$ cat config.mk
export PLATFORM = sky130hd
export DESIGN_NAME = sltf_link_test_cfg
export DESIGN_NICKNAME = d
export VERILOG_FILES = /design/src/sltf_pkg.sv /design/src/sltf_fifo.sv /design/src/sltf_link_test_cfg.sv /design/src/sltf_prbs.sv
export SDC_FILE = /design/constraint.sdc
export NUM_CORES = 1
export LEC_CHECK = 0
export ABC_AREA = 1
export BUFFER_PORTS_ARGS = -buffer_cell sky130_fd_sc_hd__clkbuf_2
export CORE_MARGIN = 2
export CORE_UTILIZATION = 50
export DETAILED_ROUTE_END_ITERATION = 6
export PLACE_DENSITY_LB_ADDON = 0.2
export SYNTH_ARGS = -nofsm -noshare
export SYNTH_HDL_FRONTEND = slang
export SYNTH_SLANG_ARGS = --single-unit
$ cat constraint.sdc
create_clock -name clock -period 35.7 [get_ports clock]
set_input_delay 1.785 -clock clock [delete_from_list [all_inputs] [get_ports clock]]
set_output_delay 1.785 -clock clock [all_outputs]
set_load 0.03 [all_outputs]
$ cat src/sltf_pkg.sv
// Constants shared by the serial link test and framing block.
// Assumes one 50 MHz clock and a 32-bit lane word of four characters.
package sltf_pkg;

  // ==========================================================================
  // Register map (indices; byte address is four times the index)
  localparam int          REG_IDX_W     = 12;
  localparam int          HADDR_LSB     = 2;
  localparam logic [11:0] IDX_CONTROL   = 12'h200;
  localparam logic [11:0] IDX_TEST_SEL  = 12'h205;
  localparam logic [11:0] IDX_ID        = 12'h206;
  localparam logic [11:0] IDX_FRAME_END_CHAR_SELECT     = 12'h207;
  localparam logic [11:0] IDX_STATUS    = 12'h208;
  localparam int          TEST_W        = 5;
  localparam int          ID_W          = 8;
  localparam int          FRAME_END_CHAR_SELECT_W       = 2;
  localparam logic [4:0]  TEST_RESET    = 5'h00;
  localparam logic [7:0]  ID_RESET      = 8'h00;
  localparam logic [1:0]  FRAME_END_CHAR_SELECT_RESET   = 2'h0;
  localparam int          ENABLE_BIT    = 0;
  localparam int          MODE_BIT      = 1;
  localparam int          LINK_UP_BIT   = 6;
  localparam logic [2:0]  SIZE_WORD     = 3'h2;

  // ==========================================================================
  // Test selector codes
  localparam logic [4:0] SEL_NORMAL = 5'h00;
  localparam logic [4:0] SEL_PRBS7  = 5'h01;
  localparam logic [4:0] SEL_PRBS15 = 5'h02;
  localparam logic [4:0] SEL_PRBS23 = 5'h03;
  localparam logic [4:0] SEL_RAMP   = 5'h04;
  localparam logic [4:0] SEL_TRANSP = 5'h05;
  localparam logic [4:0] SEL_D21_5  = 5'h06;
  localparam logic [4:0] SEL_K28_5  = 5'h07;
  localparam logic [4:0] SEL_ILA    = 5'h08;
  localparam logic [4:0] SEL_RPAT   = 5'h09;
  localparam logic [4:0] SEL_LOW    = 5'h0a;
  localparam logic [4:0] SEL_HIGH   = 5'h0b;
  localparam logic [4:0] SEL_PRBS9  = 5'h0d;
  localparam logic [4:0] SEL_PRBS31 = 5'h0e;
  localparam logic [4:0] SEL_CLOCK  = 5'h0f;
  localparam logic [4:0] SEL_K28_7  = 5'h10;

  // ==========================================================================
  // Characters and patterns
  localparam logic [7:0]  CH_D21_5    = 8'hb5;
  localparam logic [7:0]  CH_K28_0    = 8'h1c;
  localparam logic [7:0]  CH_K28_1    = 8'h3c;
  localparam logic [7:0]  CH_K28_3    = 8'h7c;
  localparam logic [7:0]  CH_K28_4    = 8'h9c;
  localparam logic [7:0]  CH_K28_5    = 8'hbc;
  localparam logic [7:0]  CH_K28_7    = 8'hfc;
  localparam logic [15:0] CLOCK_WORD  = 16'h00ff;
  localparam logic [31:0] ALL_LOW     = 32'h0000_0000;
  localparam logic [31:0] ALL_HIGH    = 32'hffff_ffff;
  localparam logic [3:0]  K_NONE      = 4'h0;
  localparam logic [3:0]  K_ALL       = 4'hf;
  localparam logic [31:0] RPAT_TABLE [4] = '{32'hbe_d7_23_47, 32'h6b_8f_b3_14,
                                             32'h5e_fb_35_59, 32'hbe_d7_23_47};
  localparam logic [15:0] RAMP_STEP   = 16'h0004;
  localparam logic [15:0] TRANSP_STEP = 16'h0002;
  localparam logic [15:0] RPAT_STEP   = 16'h0001;

  // ==========================================================================
  // Framing and data path
  localparam int         DATA_W      = 32;
  localparam int         K_W         = 4;
  localparam int         FIFO_DEPTH  = 8;
  localparam logic [0:0] FRAME_LAST  = 1'h1;
  localparam logic [2:0] MF_LAST     = 3'h7;
  localparam logic [1:0] ILA_MF_LAST = 2'h3;
  localparam logic [1:0] ILA_MF_ID   = 2'h1;

  typedef enum logic [2:0] {
    ST_IDLE = 3'b001,
    ST_ILA  = 3'b010,
    ST_RUN  = 3'b100
  } sltf_state_e;

endpackage

$ cat src/sltf_fifo.sv
// Sample FIFO between the sample source and the lane word register.
// Assumes source and drain share the one clock.
module sltf_fifo
  #(parameter int WIDTH = 32,
    parameter int DEPTH = 8)
  (input  wire logic             clock,
   input  wire logic             reset,
   input  wire logic [WIDTH-1:0] in_data,
   input  wire logic             in_valid,
   output logic                  in_ready,
   output logic [WIDTH-1:0]      out_data,
   output logic                  out_valid,
   input  wire logic             out_ready);

  localparam int AW = $clog2(DEPTH);
  localparam logic [AW:0]   FULL_COUNT = (AW+1)'(DEPTH);
  localparam logic [AW-1:0] LAST_SLOT  = AW'(DEPTH - 1);

  logic [WIDTH-1:0] mem [DEPTH];
  logic [AW-1:0]    wr_ptr;
  logic [AW-1:0]    rd_ptr;
  logic [AW:0]      count;

  wire push = in_valid & in_ready;
  wire pop  = out_valid & out_ready;
  wire [AW:0] next_count = count + (AW+1)'(push) - (AW+1)'(pop);

  assign out_data = mem[rd_ptr];

  always_ff @(posedge clock)
  begin
    if (reset)
    begin
      wr_ptr    <= '0;
      rd_ptr    <= '0;
      count     <= '0;
      in_ready  <= 1'b1;
      out_valid <= 1'b0;
    end
    else
    begin
      if (push)
        wr_ptr <= (wr_ptr == LAST_SLOT) ? '0 : wr_ptr + 1'b1;
      if (pop)
        rd_ptr <= (rd_ptr == LAST_SLOT) ? '0 : rd_ptr + 1'b1;
      count     <= next_count;
      in_ready  <= next_count != FULL_COUNT;
      out_valid <= next_count != '0;
    end
  end

  always_ff @(posedge clock)
  begin
    if (push)
      mem[wr_ptr] <= in_data;
  end

endmodule // sltf_fifo

$ cat src/sltf_link_test_cfg.sv
// Serial link test pattern and framing configuration with lane word source.
// Assumes an AHB-Lite master, a sample source and a serializer on one clock.
//
// Notes on behaviour
// (RQ1) Selector zero sends samples; 1,2,3,13,14 send PRBS7,15,23,9,31.
// (RQ2) Selector 4 ramp, 5 transport test pattern, 6 repeated D21.5.
// (RQ3) Selector 7 K28.5, 8 repeated alignment sequence, 9 RPAT, 16 K28.7.
// (RQ4) Selector 10 holds all lane bits low, 11 holds them high.
// (RQ5) Selector 15 sends repeating 16-bit word 0x00ff.
// (RQ6) Software never programs selector 12 or 17 through 31.
// (RQ7) Character, alignment and RPAT patterns only run with 8B/10B coding.
// (RQ8) Software changes test, identifier, comma settings only while disabled.
// (RQ9) Identifier goes out in second alignment multiframe; resets to zero.
// (RQ10) Comma select: 0 K28.7, 1 K28.1, 2 K28.5, 3 reserved.
// (RQ11) Frame-end comma replaces repeated frame-end data, not every frame.
// (RQ12) Comma selection matters only under 8B/10B coding.
// (RQ13) Software keeps comma select zero for compliant receivers.
// (RQ14) Software writes reserved upper bits as zero.
// (RQ15) Any nonzero selection replaces sample payload on every lane word.
//
// Register access over AHB-Lite is this design's own decision.
module sltf_link_test_cfg
  import sltf_pkg::*;
  (input  wire logic              clock,
   input  wire logic              reset,
   input  wire logic              hsel,
   input  wire logic [31:0]       haddr,
   input  wire logic [1:0]        htrans,
   input  wire logic              hwrite,
   input  wire logic [2:0]        hsize,
   input  wire logic [31:0]       hwdata,
   input  wire logic              hready,
   output logic                   hreadyout,
   output logic [31:0]            hrdata,
   output logic                   hresp,
   input  wire logic [DATA_W-1:0] sample_data,
   input  wire logic              sample_valid,
   output logic                   sample_ready,
   output logic [DATA_W-1:0]      tx_data,
   output logic [K_W-1:0]         tx_k,
   output logic                   tx_valid,
   input  wire logic              tx_ready);

  // ==========================================================================
  // Bus slave
  logic              wr_pend;
  logic              rd_pend;
  logic [11:0]       acc_idx;
  logic [TEST_W-1:0] link_test_select;
  logic [ID_W-1:0]   ila_identifier_value;
  logic [FRAME_END_CHAR_SELECT_W-1:0] frame_end_comma_select;
  logic              serial_link_enable;
  logic              link_mode_select;
  sltf_state_e       state;

  wire        addr_take  = hsel & htrans[1] & hready & (hsize == SIZE_WORD);
  wire [11:0] addr_idx   = haddr[HADDR_LSB +: REG_IDX_W];
  wire        wr_control = wr_pend & (acc_idx == IDX_CONTROL);
  wire        wr_test    = wr_pend & (acc_idx == IDX_TEST_SEL);
  wire        wr_id      = wr_pend & (acc_idx == IDX_ID);
  wire        wr_frame_end_char_select   = wr_pend & (acc_idx == IDX_FRAME_END_CHAR_SELECT);
  wire        link_up    = state == ST_RUN;
  wire [31:0] rd_mux =
      (acc_idx == IDX_CONTROL)  ? {30'h0, link_mode_select, serial_link_enable} :
      (acc_idx == IDX_TEST_SEL) ? {27'h0, link_test_select} :
      (acc_idx == IDX_ID)       ? {24'h0, ila_identifier_value} :
      (acc_idx == IDX_FRAME_END_CHAR_SELECT)    ? {30'h0, frame_end_comma_select} :
      (acc_idx == IDX_STATUS)   ? {25'h0, link_up, 6'h0} :
      32'h0;

  // Reads take one wait state so data written just before is seen
  always_ff @(posedge clock)
  begin
    if (reset)
    begin
      wr_pend   <= 1'b0;
      rd_pend   <= 1'b0;
      acc_idx   <= '0;
      hreadyout <= 1'b1;
      hrdata    <= '0;
      hresp     <= 1'b0;
    end
    else
    begin
      wr_pend <= addr_take & hwrite;
      rd_pend <= addr_take & ~hwrite;
      if (addr_take)
        acc_idx <= addr_idx;
      hreadyout <= ~(addr_take & ~hwrite);
      if (rd_pend)
        hrdata <= rd_mux;
    end
  end

  // Upper bits are dropped on write, so they always read back zero
  always_ff @(posedge clock)
  begin
    if (reset)
    begin
      serial_link_enable     <= 1'b0;
      link_mode_select       <= 1'b0;
      link_test_select       <= TEST_RESET;
      ila_identifier_value   <= ID_RESET; // RQ9
      frame_end_comma_select <= FRAME_END_CHAR_SELECT_RESET;
    end
    else
    begin
      if (wr_control)
      begin
        serial_link_enable <= hwdata[ENABLE_BIT];
        link_mode_select   <= hwdata[MODE_BIT];
      end
      if (wr_test)
        link_test_select <= hwdata[TEST_W-1:0];
      if (wr_id)
        ila_identifier_value <= hwdata[ID_W-1:0];
      if (wr_frame_end_char_select)
        frame_end_comma_select <= hwdata[FRAME_END_CHAR_SELECT_W-1:0];
    end
  end

  // ==========================================================================
  // Sample FIFO and PRBS source
  logic [DATA_W-1:0] fifo_data;
  logic              fifo_valid;
  logic [31:0]       prbs_word;
  logic [15:0]       pat_cnt;
  logic [2:0]        word_cnt;
  logic [1:0]        mf_cnt;
  logic [0:0]        frame_cnt;
  logic [7:0]        last_byte;
  logic              test_q_valid;
  logic [TEST_W-1:0] test_q;

  wire mode_8b10b  = ~link_mode_select;
  wire load        = ~tx_valid | tx_ready;
  wire sel_normal  = link_test_select == SEL_NORMAL;
  wire fifo_ready  = load & (state == ST_RUN) & sel_normal;
  wire prbs_restart = (state == ST_IDLE) | (test_q != link_test_select) | ~test_q_valid;

  wire [4:0] prbs_len =
      (link_test_select == SEL_PRBS7)  ? 5'd7  :
      (link_test_select == SEL_PRBS9)  ? 5'd9  :
      (link_test_select == SEL_PRBS15) ? 5'd15 :
      (link_test_select == SEL_PRBS23) ? 5'd23 : 5'd31;
  wire [4:0] prbs_tap =
      (link_test_select == SEL_PRBS7)  ? 5'd6  :
      (link_test_select == SEL_PRBS9)  ? 5'd5  :
      (link_test_select == SEL_PRBS15) ? 5'd14 :
      (link_test_select == SEL_PRBS23) ? 5'd18 : 5'd28;

  sltf_fifo #(.WIDTH(DATA_W), .DEPTH(FIFO_DEPTH)) u_fifo
    (.clock     (clock),
     .reset     (reset),
     .in_data   (sample_data),
     .in_valid  (sample_valid),
     .in_ready  (sample_ready),
     .out_data  (fifo_data),
     .out_valid (fifo_valid),
     .out_ready (fifo_ready));

  // ==========================================================================
  // Lane word selection
  logic [DATA_W-1:0] next_data;
  logic [K_W-1:0]    next_k;
  logic              next_valid;

  wire        frame_end  = frame_cnt == FRAME_LAST;
  wire [7:0]  comma_char = (frame_end_comma_select == 2'h1) ? CH_K28_1 :
                           (frame_end_comma_select == 2'h2) ? CH_K28_5 : CH_K28_7; // RQ10
  // Substitute only when the frame-end byte repeats the previous frame's
  wire        comma_hit  = mode_8b10b & frame_end & (fifo_data[31:24] == last_byte); // RQ11 RQ12
  wire [31:0] ila_word   = {(word_cnt == MF_LAST) ? CH_K28_3 : 8'h00,
                            (mf_cnt == ILA_MF_ID && word_cnt == '0) ? ila_identifier_value : 8'h00,
                            (mf_cnt == ILA_MF_ID && word_cnt == '0) ? CH_K28_4 : 8'h00,
                            (word_cnt == '0) ? CH_K28_0 : 8'h00}; // RQ9
  wire [3:0]  ila_k      = {word_cnt == MF_LAST, 1'b0,
                            mf_cnt == ILA_MF_ID && word_cnt == '0, word_cnt == '0};
  wire [7:0]  rb         = pat_cnt[7:0];
  wire [31:0] ramp_word  = {rb + 8'h03, rb + 8'h02, rb + 8'h01, rb};
  wire [31:0] transp_word = {pat_cnt + 16'h0001, pat_cnt};
  wire [15:0] pat_step   = (link_test_select == SEL_RAMP)   ? RAMP_STEP :
                           (link_test_select == SEL_TRANSP) ? TRANSP_STEP : RPAT_STEP;

  always_comb
  begin
    next_data  = ALL_LOW;
    next_k     = K_NONE;
    next_valid = state != ST_IDLE;
    if (state == ST_ILA)
    begin
      next_data = ila_word;
      next_k    = ila_k;
    end
    else if (state == ST_RUN)
    begin
      unique case (link_test_select)
        SEL_NORMAL:
        begin
          next_valid = fifo_valid;
          next_data  = comma_hit ? {comma_char, fifo_data[23:0]} : fifo_data;
          next_k     = {comma_hit, 3'h0};
        end
        SEL_PRBS7, SEL_PRBS9, SEL_PRBS15, SEL_PRBS23, SEL_PRBS31:
          next_data = prbs_word; // RQ1 RQ15
        SEL_RAMP:   next_data = ramp_word; // RQ2
        SEL_TRANSP: next_data = transp_word; // RQ2
        SEL_D21_5:  next_data = {4{CH_D21_5}}; // RQ2
        SEL_K28_5, SEL_K28_7:
        begin
          // Character patterns idle low in 64B/66B coding
          if (mode_8b10b) // RQ7
          begin
            next_data = {4{(link_test_select == SEL_K28_5) ? CH_K28_5 : CH_K28_7}}; // RQ3
            next_k    = K_ALL;
          end
        end
        SEL_RPAT:
          if (mode_8b10b) // RQ7
            next_data = RPAT_TABLE[pat_cnt[1:0]]; // RQ3
        SEL_ILA:    next_data = ALL_LOW;
        SEL_LOW:    next_data = ALL_LOW; // RQ4
        SEL_HIGH:   next_data = ALL_HIGH; // RQ4
        SEL_CLOCK:  next_data = {2{CLOCK_WORD}}; // RQ5
        default:    next_data = ALL_LOW;
      endcase
    end
  end

  wire adv = load & next_valid;

  sltf_prbs u_prbs
    (.clock   (clock),
     .reset   (reset),
     .restart (prbs_restart),
     .advance (adv),
     .length  (prbs_len),
     .tap     (prbs_tap),
     .word    (prbs_word));

  // ==========================================================================
  // Sequencing
  wire        mf_done  = word_cnt == MF_LAST;
  wire        ila_done = mf_done & (mf_cnt == ILA_MF_LAST);
  wire        ila_wanted = mode_8b10b & (sel_normal | (link_test_select == SEL_ILA)); // RQ3 RQ7
  sltf_state_e next_state;

  always_comb
  begin
    next_state = state;
    unique case (state)
      ST_IDLE:
        if (serial_link_enable)
          next_state = ila_wanted ? ST_ILA : ST_RUN;
      ST_ILA:
        if (!serial_link_enable)
          next_state = ST_IDLE;
        else if (adv && ila_done && link_test_select != SEL_ILA)
          next_state = ST_RUN;
      ST_RUN:
        if (!serial_link_enable)
          next_state = ST_IDLE;
    endcase
  end

  always_ff @(posedge clock)
  begin
    if (reset)
      state <= ST_IDLE;
    else
      state <= next_state;
  end

  always_ff @(posedge clock)
  begin
    if (reset || state == ST_IDLE)
    begin
      word_cnt  <= '0;
      mf_cnt    <= '0;
      frame_cnt <= '0;
      pat_cnt   <= '0;
      last_byte <= '0;
    end
    else if (adv)
    begin
      word_cnt  <= word_cnt + 1'b1;
      frame_cnt <= frame_cnt + 1'b1;
      pat_cnt   <= pat_cnt + pat_step;
      if (mf_done)
        mf_cnt <= mf_cnt + 1'b1;
      if (state == ST_RUN && sel_normal && frame_end)
        last_byte <= fifo_data[31:24];
    end
  end

  always_ff @(posedge clock)
  begin
    if (reset)
    begin
      test_q       <= TEST_RESET;
      test_q_valid <= 1'b0;
      tx_data      <= ALL_LOW;
      tx_k         <= K_NONE;
      tx_valid     <= 1'b0;
    end
    else
    begin
      test_q       <= link_test_select;
      test_q_valid <= 1'b1;
      if (load)
      begin
        tx_data  <= next_data;
        tx_k     <= next_k;
        tx_valid <= next_valid;
      end
    end
  end

  // ==========================================================================
  // Checks
  wire run_load = load & (state == ST_RUN);

  low_level_a: assert property (@(posedge clock) disable iff (reset) // RQ4
    run_load && link_test_select == SEL_LOW |=> tx_data == ALL_LOW && tx_valid)
    else $error("low pattern not all zero");
  high_level_a: assert property (@(posedge clock) disable iff (reset) // RQ4
    run_load && link_test_select == SEL_HIGH |=> tx_data == ALL_HIGH && tx_k == K_NONE)
    else $error("high pattern not all ones");
  clock_word_a: assert property (@(posedge clock) disable iff (reset) // RQ5
    run_load && link_test_select == SEL_CLOCK |=> tx_data == 32'h00ff_00ff)
    else $error("clock pattern wrong");
  d21_char_a: assert property (@(posedge clock) disable iff (reset) // RQ2
    run_load && link_test_select == SEL_D21_5 |=> tx_data == 32'hb5b5_b5b5 && tx_k == K_NONE)
    else $error("D21.5 pattern wrong");
  k_chars_a: assert property (@(posedge clock) disable iff (reset) // RQ3
    run_load && mode_8b10b && link_test_select == SEL_K28_7 |=> tx_k == K_ALL
    && tx_data == 32'hfcfc_fcfc)
    else $error("K28.7 pattern wrong");
  coding_guard_a: assert property (@(posedge clock) disable iff (reset) // RQ7
    run_load && !mode_8b10b && link_test_select == SEL_K28_5 |=> tx_k == K_NONE
    && tx_data == ALL_LOW)
    else $error("8B/10B pattern sent in 64B/66B coding");
  ramp_step_a: assert property (@(posedge clock) disable iff (reset) // RQ2
    run_load && link_test_select == SEL_RAMP ##1 run_load && link_test_select == SEL_RAMP
    |=> tx_data[7:0] == $past(tx_data[7:0]) + 8'h04)
    else $error("ramp does not step by four");
  ila_ident_a: assert property (@(posedge clock) disable iff (reset) // RQ9
    load && state == ST_ILA && mf_cnt == ILA_MF_ID && word_cnt == '0
    |=> tx_data[23:16] == $past(ila_identifier_value) && tx_k == 4'h3)
    else $error("identifier missing from second multiframe");
  comma_mode_a: assert property (@(posedge clock) disable iff (reset) // RQ12
    run_load && sel_normal && !mode_8b10b |=> tx_k == K_NONE)
    else $error("comma inserted in 64B/66B coding");
  sample_pass_a: assert property (@(posedge clock) disable iff (reset) // RQ15
    fifo_ready && fifo_valid && !comma_hit |=> tx_data == $past(fifo_data))
    else $error("sample word altered");

endmodule // sltf_link_test_cfg

$ cat src/sltf_prbs.sv
// Fibonacci PRBS generator, 32 bits per advance, length and tap selectable.
// Assumes the caller restarts it whenever the polynomial changes.
module sltf_prbs
  (input  wire logic        clock,
   input  wire logic        reset,
   input  wire logic        restart,
   input  wire logic        advance,
   input  wire logic [4:0]  length,
   input  wire logic [4:0]  tap,
   output logic [31:0]      word);

  logic [30:0] state;
  logic [30:0] next_state;

  always_comb
  begin
    logic [30:0] s;
    logic        fb;
    s  = state;
    fb = 1'b0;
    for (int i = 0; i < 32; i++)
    begin
      fb      = s[length - 5'h01] ^ s[tap - 5'h01];
      word[i] = fb;
      s       = {s[29:0], fb};
    end
    next_state = s;
  end

  always_ff @(posedge clock)
  begin
    // All ones is a legal seed for every supported length
    if (reset || restart)
      state <= '1;
    else if (advance)
      state <= next_state;
  end

endmodule // sltf_prbs

* Word level (Yosys, flattened, before mapping)
Memories as Yosys holds them, arrays and structs flattened. A register that Yosys moved wholly into a read port is not among the register bits.
Cells that the tools add are included.
** Word-level totals
- Register bits :: 183
- Bits in latches :: 0
- Memory bits (writable) :: 256
- ROM bits :: 0
- Input port bits :: 108
- Output and inout port bits :: 72
- Word-level logic and storage cells :: 337
- Memories kept :: 1
** Memories
- u_fifo.mem :: words 8, width 32, read ports 1, clocked after memory_dff 1, wr ports 1, line sltf_fifo.sv:19 : logic [WIDTH-1:0] mem [DEPTH];
** Operators by class
- Add/sub/neg operators :: 14
- $mul :: 0
- Div/mod/pow operators :: 0
- $lt $le $gt $ge :: 3
- Equal/unequal tests :: 38
- Shift operators :: 0
- Mux-type cells :: 179
- Bitwise operators :: 60
- Reduce and logical (&&, ||, !) cells :: 15
** Operator list (count)
- $bmux W1 S5 :: 64
- $pmux W32 S9 :: 1
- $mux W32 :: 7
- $mux W1 :: 70
- $bmux W32 S2 :: 1
- $eq A12 B10 Y1 const B :: 5
- $mux W8 :: 6
- $mux W5 :: 7
- $mux W7 :: 5
- $xor A1 B1 Y1 :: 32
- $eq A5 B4 Y1 const B :: 6
- $mux W3 :: 10
- $eq A5 B3 Y1 const B :: 4
- $mux W4 :: 5
- $and A1 B1 Y1 :: 18
- $add A16 B1 Y16 const B :: 1
- $add A16 B3 Y16 :: 1
- $add A8 B2 Y8 const B :: 2
- $eq A3 B3 Y1 const B :: 4
- $lt A5 B6 Y1 const B :: 2
- $eq A5 B2 Y1 const B :: 2
- $sub A5 B1 Y5 const B :: 2
- $add A3 B1 Y3 const B :: 3
- $pmux W3 S3 :: 1
- other kinds (33) :: 50

* Logic depth before layout (Yosys ltp)
- Depth in word-level cells :: 105
- Depth in mapped cells :: 213
- Mapped depth without buffers :: 212

* Modules after synthesis
A second synthesis with hierarchy kept.
** Unflattened totals
- Cell total of the unflattened synthesis :: 4328
- Area total of the unflattened synthesis :: 29189.2 µm²
** By module, submodules not included
- sltf_fifo :: instances 1, cells each 1207, area each 11651.2 µm², seq. area each 7987.7 µm²
- sltf_prbs :: instances 1, cells each 2063, area each 10649.0 µm², seq. area each 620.6 µm²
- sltf_link_test_cfg :: instances 1, cells each 1058, area each 6889.1 µm², seq. area each 2322.2 µm²

* Worst setup path after synthesis
OpenSTA, ideal clock, no wires.
- Path type :: flip-flop to flip-flop
- Start point :: register link_test_select[2]
- End point :: register tx_data[30]
- Setup time :: 0.129 ns
- Arrival time :: 14.100 ns
- Data required time :: 35.571 ns
- Slack :: 21.470 ns
- Stages on the path, launching flop included :: 187
- Path buffers :: 2
- Clock period less this slack :: 14.230 ns
- Path through :: dfxtp_1 -> buf_4 -> nand2_2 -> nor2_8 -> nand2_8 -> buf_12 -> o21ai_2 -> nand2_2 -> nand3_2 -> nand2_2 -> clkinv_2 -> nand3_2 -> nand2_1 -> nand2_2 -> nand3_2 -> nand3_2 -> nand2_2 -> inv_1 -> [151 not listed] -> nand3_1 -> nand2_1 -> nand2_1 -> nand3_1 -> nand3_1 -> nand3_1 -> nand2_1 -> nand2_1 -> nand2_1 -> nand2_1 -> and2_2 -> nor2_1 -> o311ai_2 -> nand2_1 -> xnor2_1 -> a21o_1 -> nand2_1 -> a21oi_1
** On the way
- Longest elaborated chain between the ends :: 102
- Elaborated cells on any way between the ends :: 186
- Classes of those cells :: add/sub (2); eq/ne (13); mux (137); bitwise (31); reduce/logical (3)
** Ends and longest elaborated chain
- start, declared :: line sltf_link_test_cfg.sv:49 : logic [TEST_W-1:0] link_test_select;
- start signal, assigned :: line sltf_link_test_cfg.sv:114 : link_test_select <= hwdata[TEST_W-1:0];
- $eq A5 B2 Y1 :: line sltf_link_test_cfg.sv:145, sltf_link_test_cfg.sv:150, sltf_link_test_cfg.sv:197
- $mux W4, on equally long branches :: line sltf_link_test_cfg.sv:145, sltf_link_test_cfg.sv:150
- $mux W5, on equally long branches :: line sltf_link_test_cfg.sv:144, sltf_link_test_cfg.sv:149
- $mux W5, on equally long branches :: line sltf_link_test_cfg.sv:143, sltf_link_test_cfg.sv:148
- $mux W5, on equally long branches :: line sltf_link_test_cfg.sv:142, sltf_link_test_cfg.sv:147
- $sub A5 B1 Y5 :: line sltf_prbs.sv:23 : fb = s[length - 5'h01] ^ s[tap - 5'h01];
- $bmux W1 S5 :: line sltf_prbs.sv:23
- $mux W1 (implied by the code) :: line sltf_prbs.sv:23
- [86 not listed]
- $mux W1 (implied by the code) :: line sltf_prbs.sv:23
- $xor A1 B1 Y1 :: line sltf_prbs.sv:23
- $bmux W1 S5 :: line sltf_prbs.sv:23
- $mux W1 (implied by the code) :: line sltf_prbs.sv:23
- $xor A1 B1 Y1 :: line sltf_prbs.sv:23
- $pmux W32 S9 * :: line sltf_link_test_cfg.sv:197 : unique case (link_test_select)
- $mux W32 * :: line sltf_link_test_cfg.sv:195 : else if (state == ST_RUN)
- $mux W32 * :: line sltf_link_test_cfg.sv:190 : if (state == ST_ILA)
- end signal, assigned :: line sltf_link_test_cfg.sv:312 : tx_data <= next_data;
- end, declared :: line sltf_link_test_cfg.sv:39 : output logic [DATA_W-1:0] tx_data,
Every way passes the cells marked *; elsewhere a longest branch is shown, timed or not. The select of a mux whose other input is x is not followed.
A chain may end at the register's enable or synchronous reset.

* Worst setup path in the final report
- Start point :: register link_test_select[2]
- End point :: register tx_data[29]
** On the way
- Longest elaborated chain between the ends :: 99
- Elaborated cells on any way between the ends :: 179
- Classes of those cells :: add/sub (2); eq/ne (13); mux (131); bitwise (30); reduce/logical (3)
** Ends and longest elaborated chain (line)
- $eq A5 B2 Y1 :: sltf_link_test_cfg.sv:145, sltf_link_test_cfg.sv:150, sltf_link_test_cfg.sv:197
- $mux W4, on equally long branches :: sltf_link_test_cfg.sv:145, sltf_link_test_cfg.sv:150
- $mux W5, on equally long branches :: sltf_link_test_cfg.sv:144, sltf_link_test_cfg.sv:149
- $mux W5, on equally long branches :: sltf_link_test_cfg.sv:143, sltf_link_test_cfg.sv:148
- $mux W5, on equally long branches :: sltf_link_test_cfg.sv:142, sltf_link_test_cfg.sv:147
- $sub A5 B1 Y5 :: sltf_prbs.sv:23
- $bmux W1 S5 :: sltf_prbs.sv:23
- $mux W1 (implied by the code) :: sltf_prbs.sv:23
- [83 not listed]
- $mux W1 (implied by the code) :: sltf_prbs.sv:23
- $xor A1 B1 Y1 :: sltf_prbs.sv:23
- $bmux W1 S5 :: sltf_prbs.sv:23
- $mux W1 (implied by the code) :: sltf_prbs.sv:23
- $xor A1 B1 Y1 :: sltf_prbs.sv:23
- $pmux W32 S9 * :: sltf_link_test_cfg.sv:197
- $mux W32 * :: sltf_link_test_cfg.sv:195
- $mux W32 * :: sltf_link_test_cfg.sv:190
Marks and branches as above.

==> metrics <==
CTS Sinks=418; critical path's largest stage delay=0.61 ns; # Post-CTS Setup Buffers=0; DP HPWL=54700 µm; Total Wirelength=78710 µm; DIE HEIGHT=221.3 µm; status=complete, no violations; I/O pin total=180; Total GRT Usage=0.3128; Residual DRC=0; die area=48980 µm²; Seq cells post-synth=418; Final Hold Fails=0; CP max FO=88; Post-CTS Resized=0; Die W=221.3 µm; setup ws final=12.93 ns; sequential cell area=10940 µm²; crit-path most repeated cell=nand2_1; grt ovf=0; DR WL/cell=22.20 µm; vias in the first global route=19730; Syn-to-layout area delta=8.160%; largest net degree at the start of global routing=91; share of cells above drive strength 1=0.1321; antenna violations before repair=2; Yosys cell types=75; routed vias/inst=5.958; Pleak=10.06 nW; first-pass GRT wire length=118600 µm; synthesized netlist cell count=2872; Hold WC Path Type=reg -> reg; Place WS=13.89 ns; critical path data required time=36.11 ns; CTS tree=done; worst skew pair latency=0.58 ns; 1st-iter DRT viols=2580; routability cong.=1.047; P per Cell Area=57.02 nW/µm²; CTS root buf=clkbuf_16; Tmin final=22.77 ns; num rows=79; Critical Path Source Type=register; Core Area=46560 µm²; RSZ-0062 raised after global routing=no; sequential area share after synthesis=0.4629; Multi-input gate area=10600 µm²; hold_buf cts=0; Avg Inst Size Synth=8.222 µm²; drt first pass iters=6; Starting Density=0.5072; CTS Buffer Depth=3; MaxCap Viol Count=0; Slew headroom=0.3637; Final Max Slew Viols=0; Post-synth top flop=edfxtp_1; Ys Warns=0; Vias=21130; Worst VDD drop=0.05042 mV; CP endpoint kind=register; ANT nets after route=0; Fill cells=4349; setup-violating endpoint count in the final report=0; FMAX=43.91 MHz; fin nets=3038; asr flop ratio synth=0; critical path class=reg -> reg; H-tree levels=2; IO Port Bufs=109; Clock Pin Slew Worst Setup and Hold Paths=0.06 ns; Tcrit/Tclk final=0.6379; setup tns final=0 ns; Worst Clk Skew=0.02854 ns; Post-synth EDFFs=256; Crit-path slowest cell=dfxtp_1; Worst-Margin Slew=0.9422 ns; Mapped Area=23610 µm²; Num CTS Buffers=44; worst path arrival time=23.19 ns
-- through the flow --
step	cells	util	hold WS, ns	instance area [µm²]	total power [W]
5_1_grt	3544	0.5485	0.4903	25530	0.001520
6_report	3546	0.5486	0.4676	25540	0.001456
3_5_place_dp	3464	0.5175	0.4532	24090	0.0009909
2_1_floorplan	2896	-	0.4223	23700	0.0008444
4_1_cts	3544	0.5485	0.4624	25530	0.001448
3_3_place_gp	3464	0.5175	0.4370	24090	0.0009842
-- area by class of cell --
class / instances / share of cell area
Multi-Input combinational cell: 2035 / 0.4151
Clock buffer: 64 / 0.04801
Timing Repair Buffer: 144 / 0.03165
Inverter: 260 / 0.03865
Clock inverter: 16 / 0.008475
Tap cell: 607 / 0.02974
Antenna cell: 2 / 0.0001960
Sequential cell: 418 / 0.4282
-- power by group --
part | internal [W] | total (W) | switching (W)
Sequential | 0.000551 | 0.000575 | 0.0000248
Combinational | 0.000108 | 0.000421 | 0.000313
Clock | 0.000269 | 0.000460 | 0.000191
Total | 0.000927 | 0.00146 | 0.000529
-- cells in the mapped netlist, drive strengths merged (8+ instances only) --
| cell | count | area [µm²] |
|---|---|---|
| a211oi | 18 | 135.1 |
| a21oi | 151 | 763.2 |
| a22oi | 13 | 97.59 |
| a31oi | 30 | 187.7 |
| buf | 82 | 762.0 |
| clkbuf | 98 | 483.0 |
| clkinv | 9 | 36.29 |
| dfxtp | 162 | 3243 |
| edfxtp | 256 | 7687 |
| ha | 25 | 312.8 |
| inv | 251 | 949.7 |
| nand2 | 611 | 2475 |
| nand3 | 285 | 1837 |
| nand4 | 15 | 93.84 |
| nor2 | 324 | 1242 |
| nor3 | 25 | 125.1 |
| nor4 | 9 | 56.30 |
| o2111ai | 8 | 70.07 |
| o211ai | 36 | 275.3 |
| o21ai | 316 | 1600 |
| o221ai | 31 | 271.5 |
| o22ai | 46 | 287.8 |
| xor2 | 10 | 87.58 |
-- layout by cell type (no fill, tap or decap), types with 46 or more instances in the layout --
master	count
a21oi_1	148
clkbuf_2	109
dfxtp_1	160
edfxtp_1	256
inv_1	235
nand2_1	558
nand3_1	202
nand3_2	83
nor2_1	311
o21ai_0	300
o22ai_1	46
-- critical path, delay by kind of cell (launching register included) --
kind            cells  cell delay [ns]
simple gates      188            19.75
buf+inv             4             1.33
compound gates      3             0.86
flops               1             0.61
-- state kept, by name (all words and copies together), names as in the netlist, 2 cells and up, named ones only --
signal                  count
u_fifo.wr_ptr               3
ila_identifier_value        8
frame_end_comma_select      2
acc_idx                    12
word_cnt                    3
u_fifo.mem                256
u_fifo.rd_ptr               3
tx_data                    32
link_test_select            5
last_byte                   8
state                       3
hrdata                      8
pat_cnt                    16
tx_k                        4
u_prbs.state               31
test_q                      5
mf_cnt                      2
u_fifo.count                4
-- path summary, 6_finish.rpt --
path,start,to,depth (start not counted),slack (ns)
setup reg to reg,link_test_select[2],tx_data[29],195,12.93
hold / removal,hrdata[3],hrdata[3],2,0.47
setup / recovery,link_test_select[2],tx_data[29],195,12.93
hold reg to reg,hrdata[3],hrdata[3],2,0.47
-- cell families after synthesis --
logic type,share of synthesized area
AOI/OAI and AO/OA,0.1712
xor gates and xnor gates,0.005193
adders and majority gates,0.01494
buffers and inverters,0.09580
DFF,0.4629
muxes,0.0004239
other,0.0001588
and+or+nand+nor,0.2494
-- per-layer routing --
layer / vias up / part of all wire / track usage
met5: - / 0.00013 / 0
met4: 2 / 0.047 / 0.1457
met3: 202 / 0.091 / 0.05537
met2: 1005 / 0.45 / 0.4907
met1: 9994 / 0.41 / 0.4218
li1: 9925 / - / -
(Power assumes the default switching activity.)
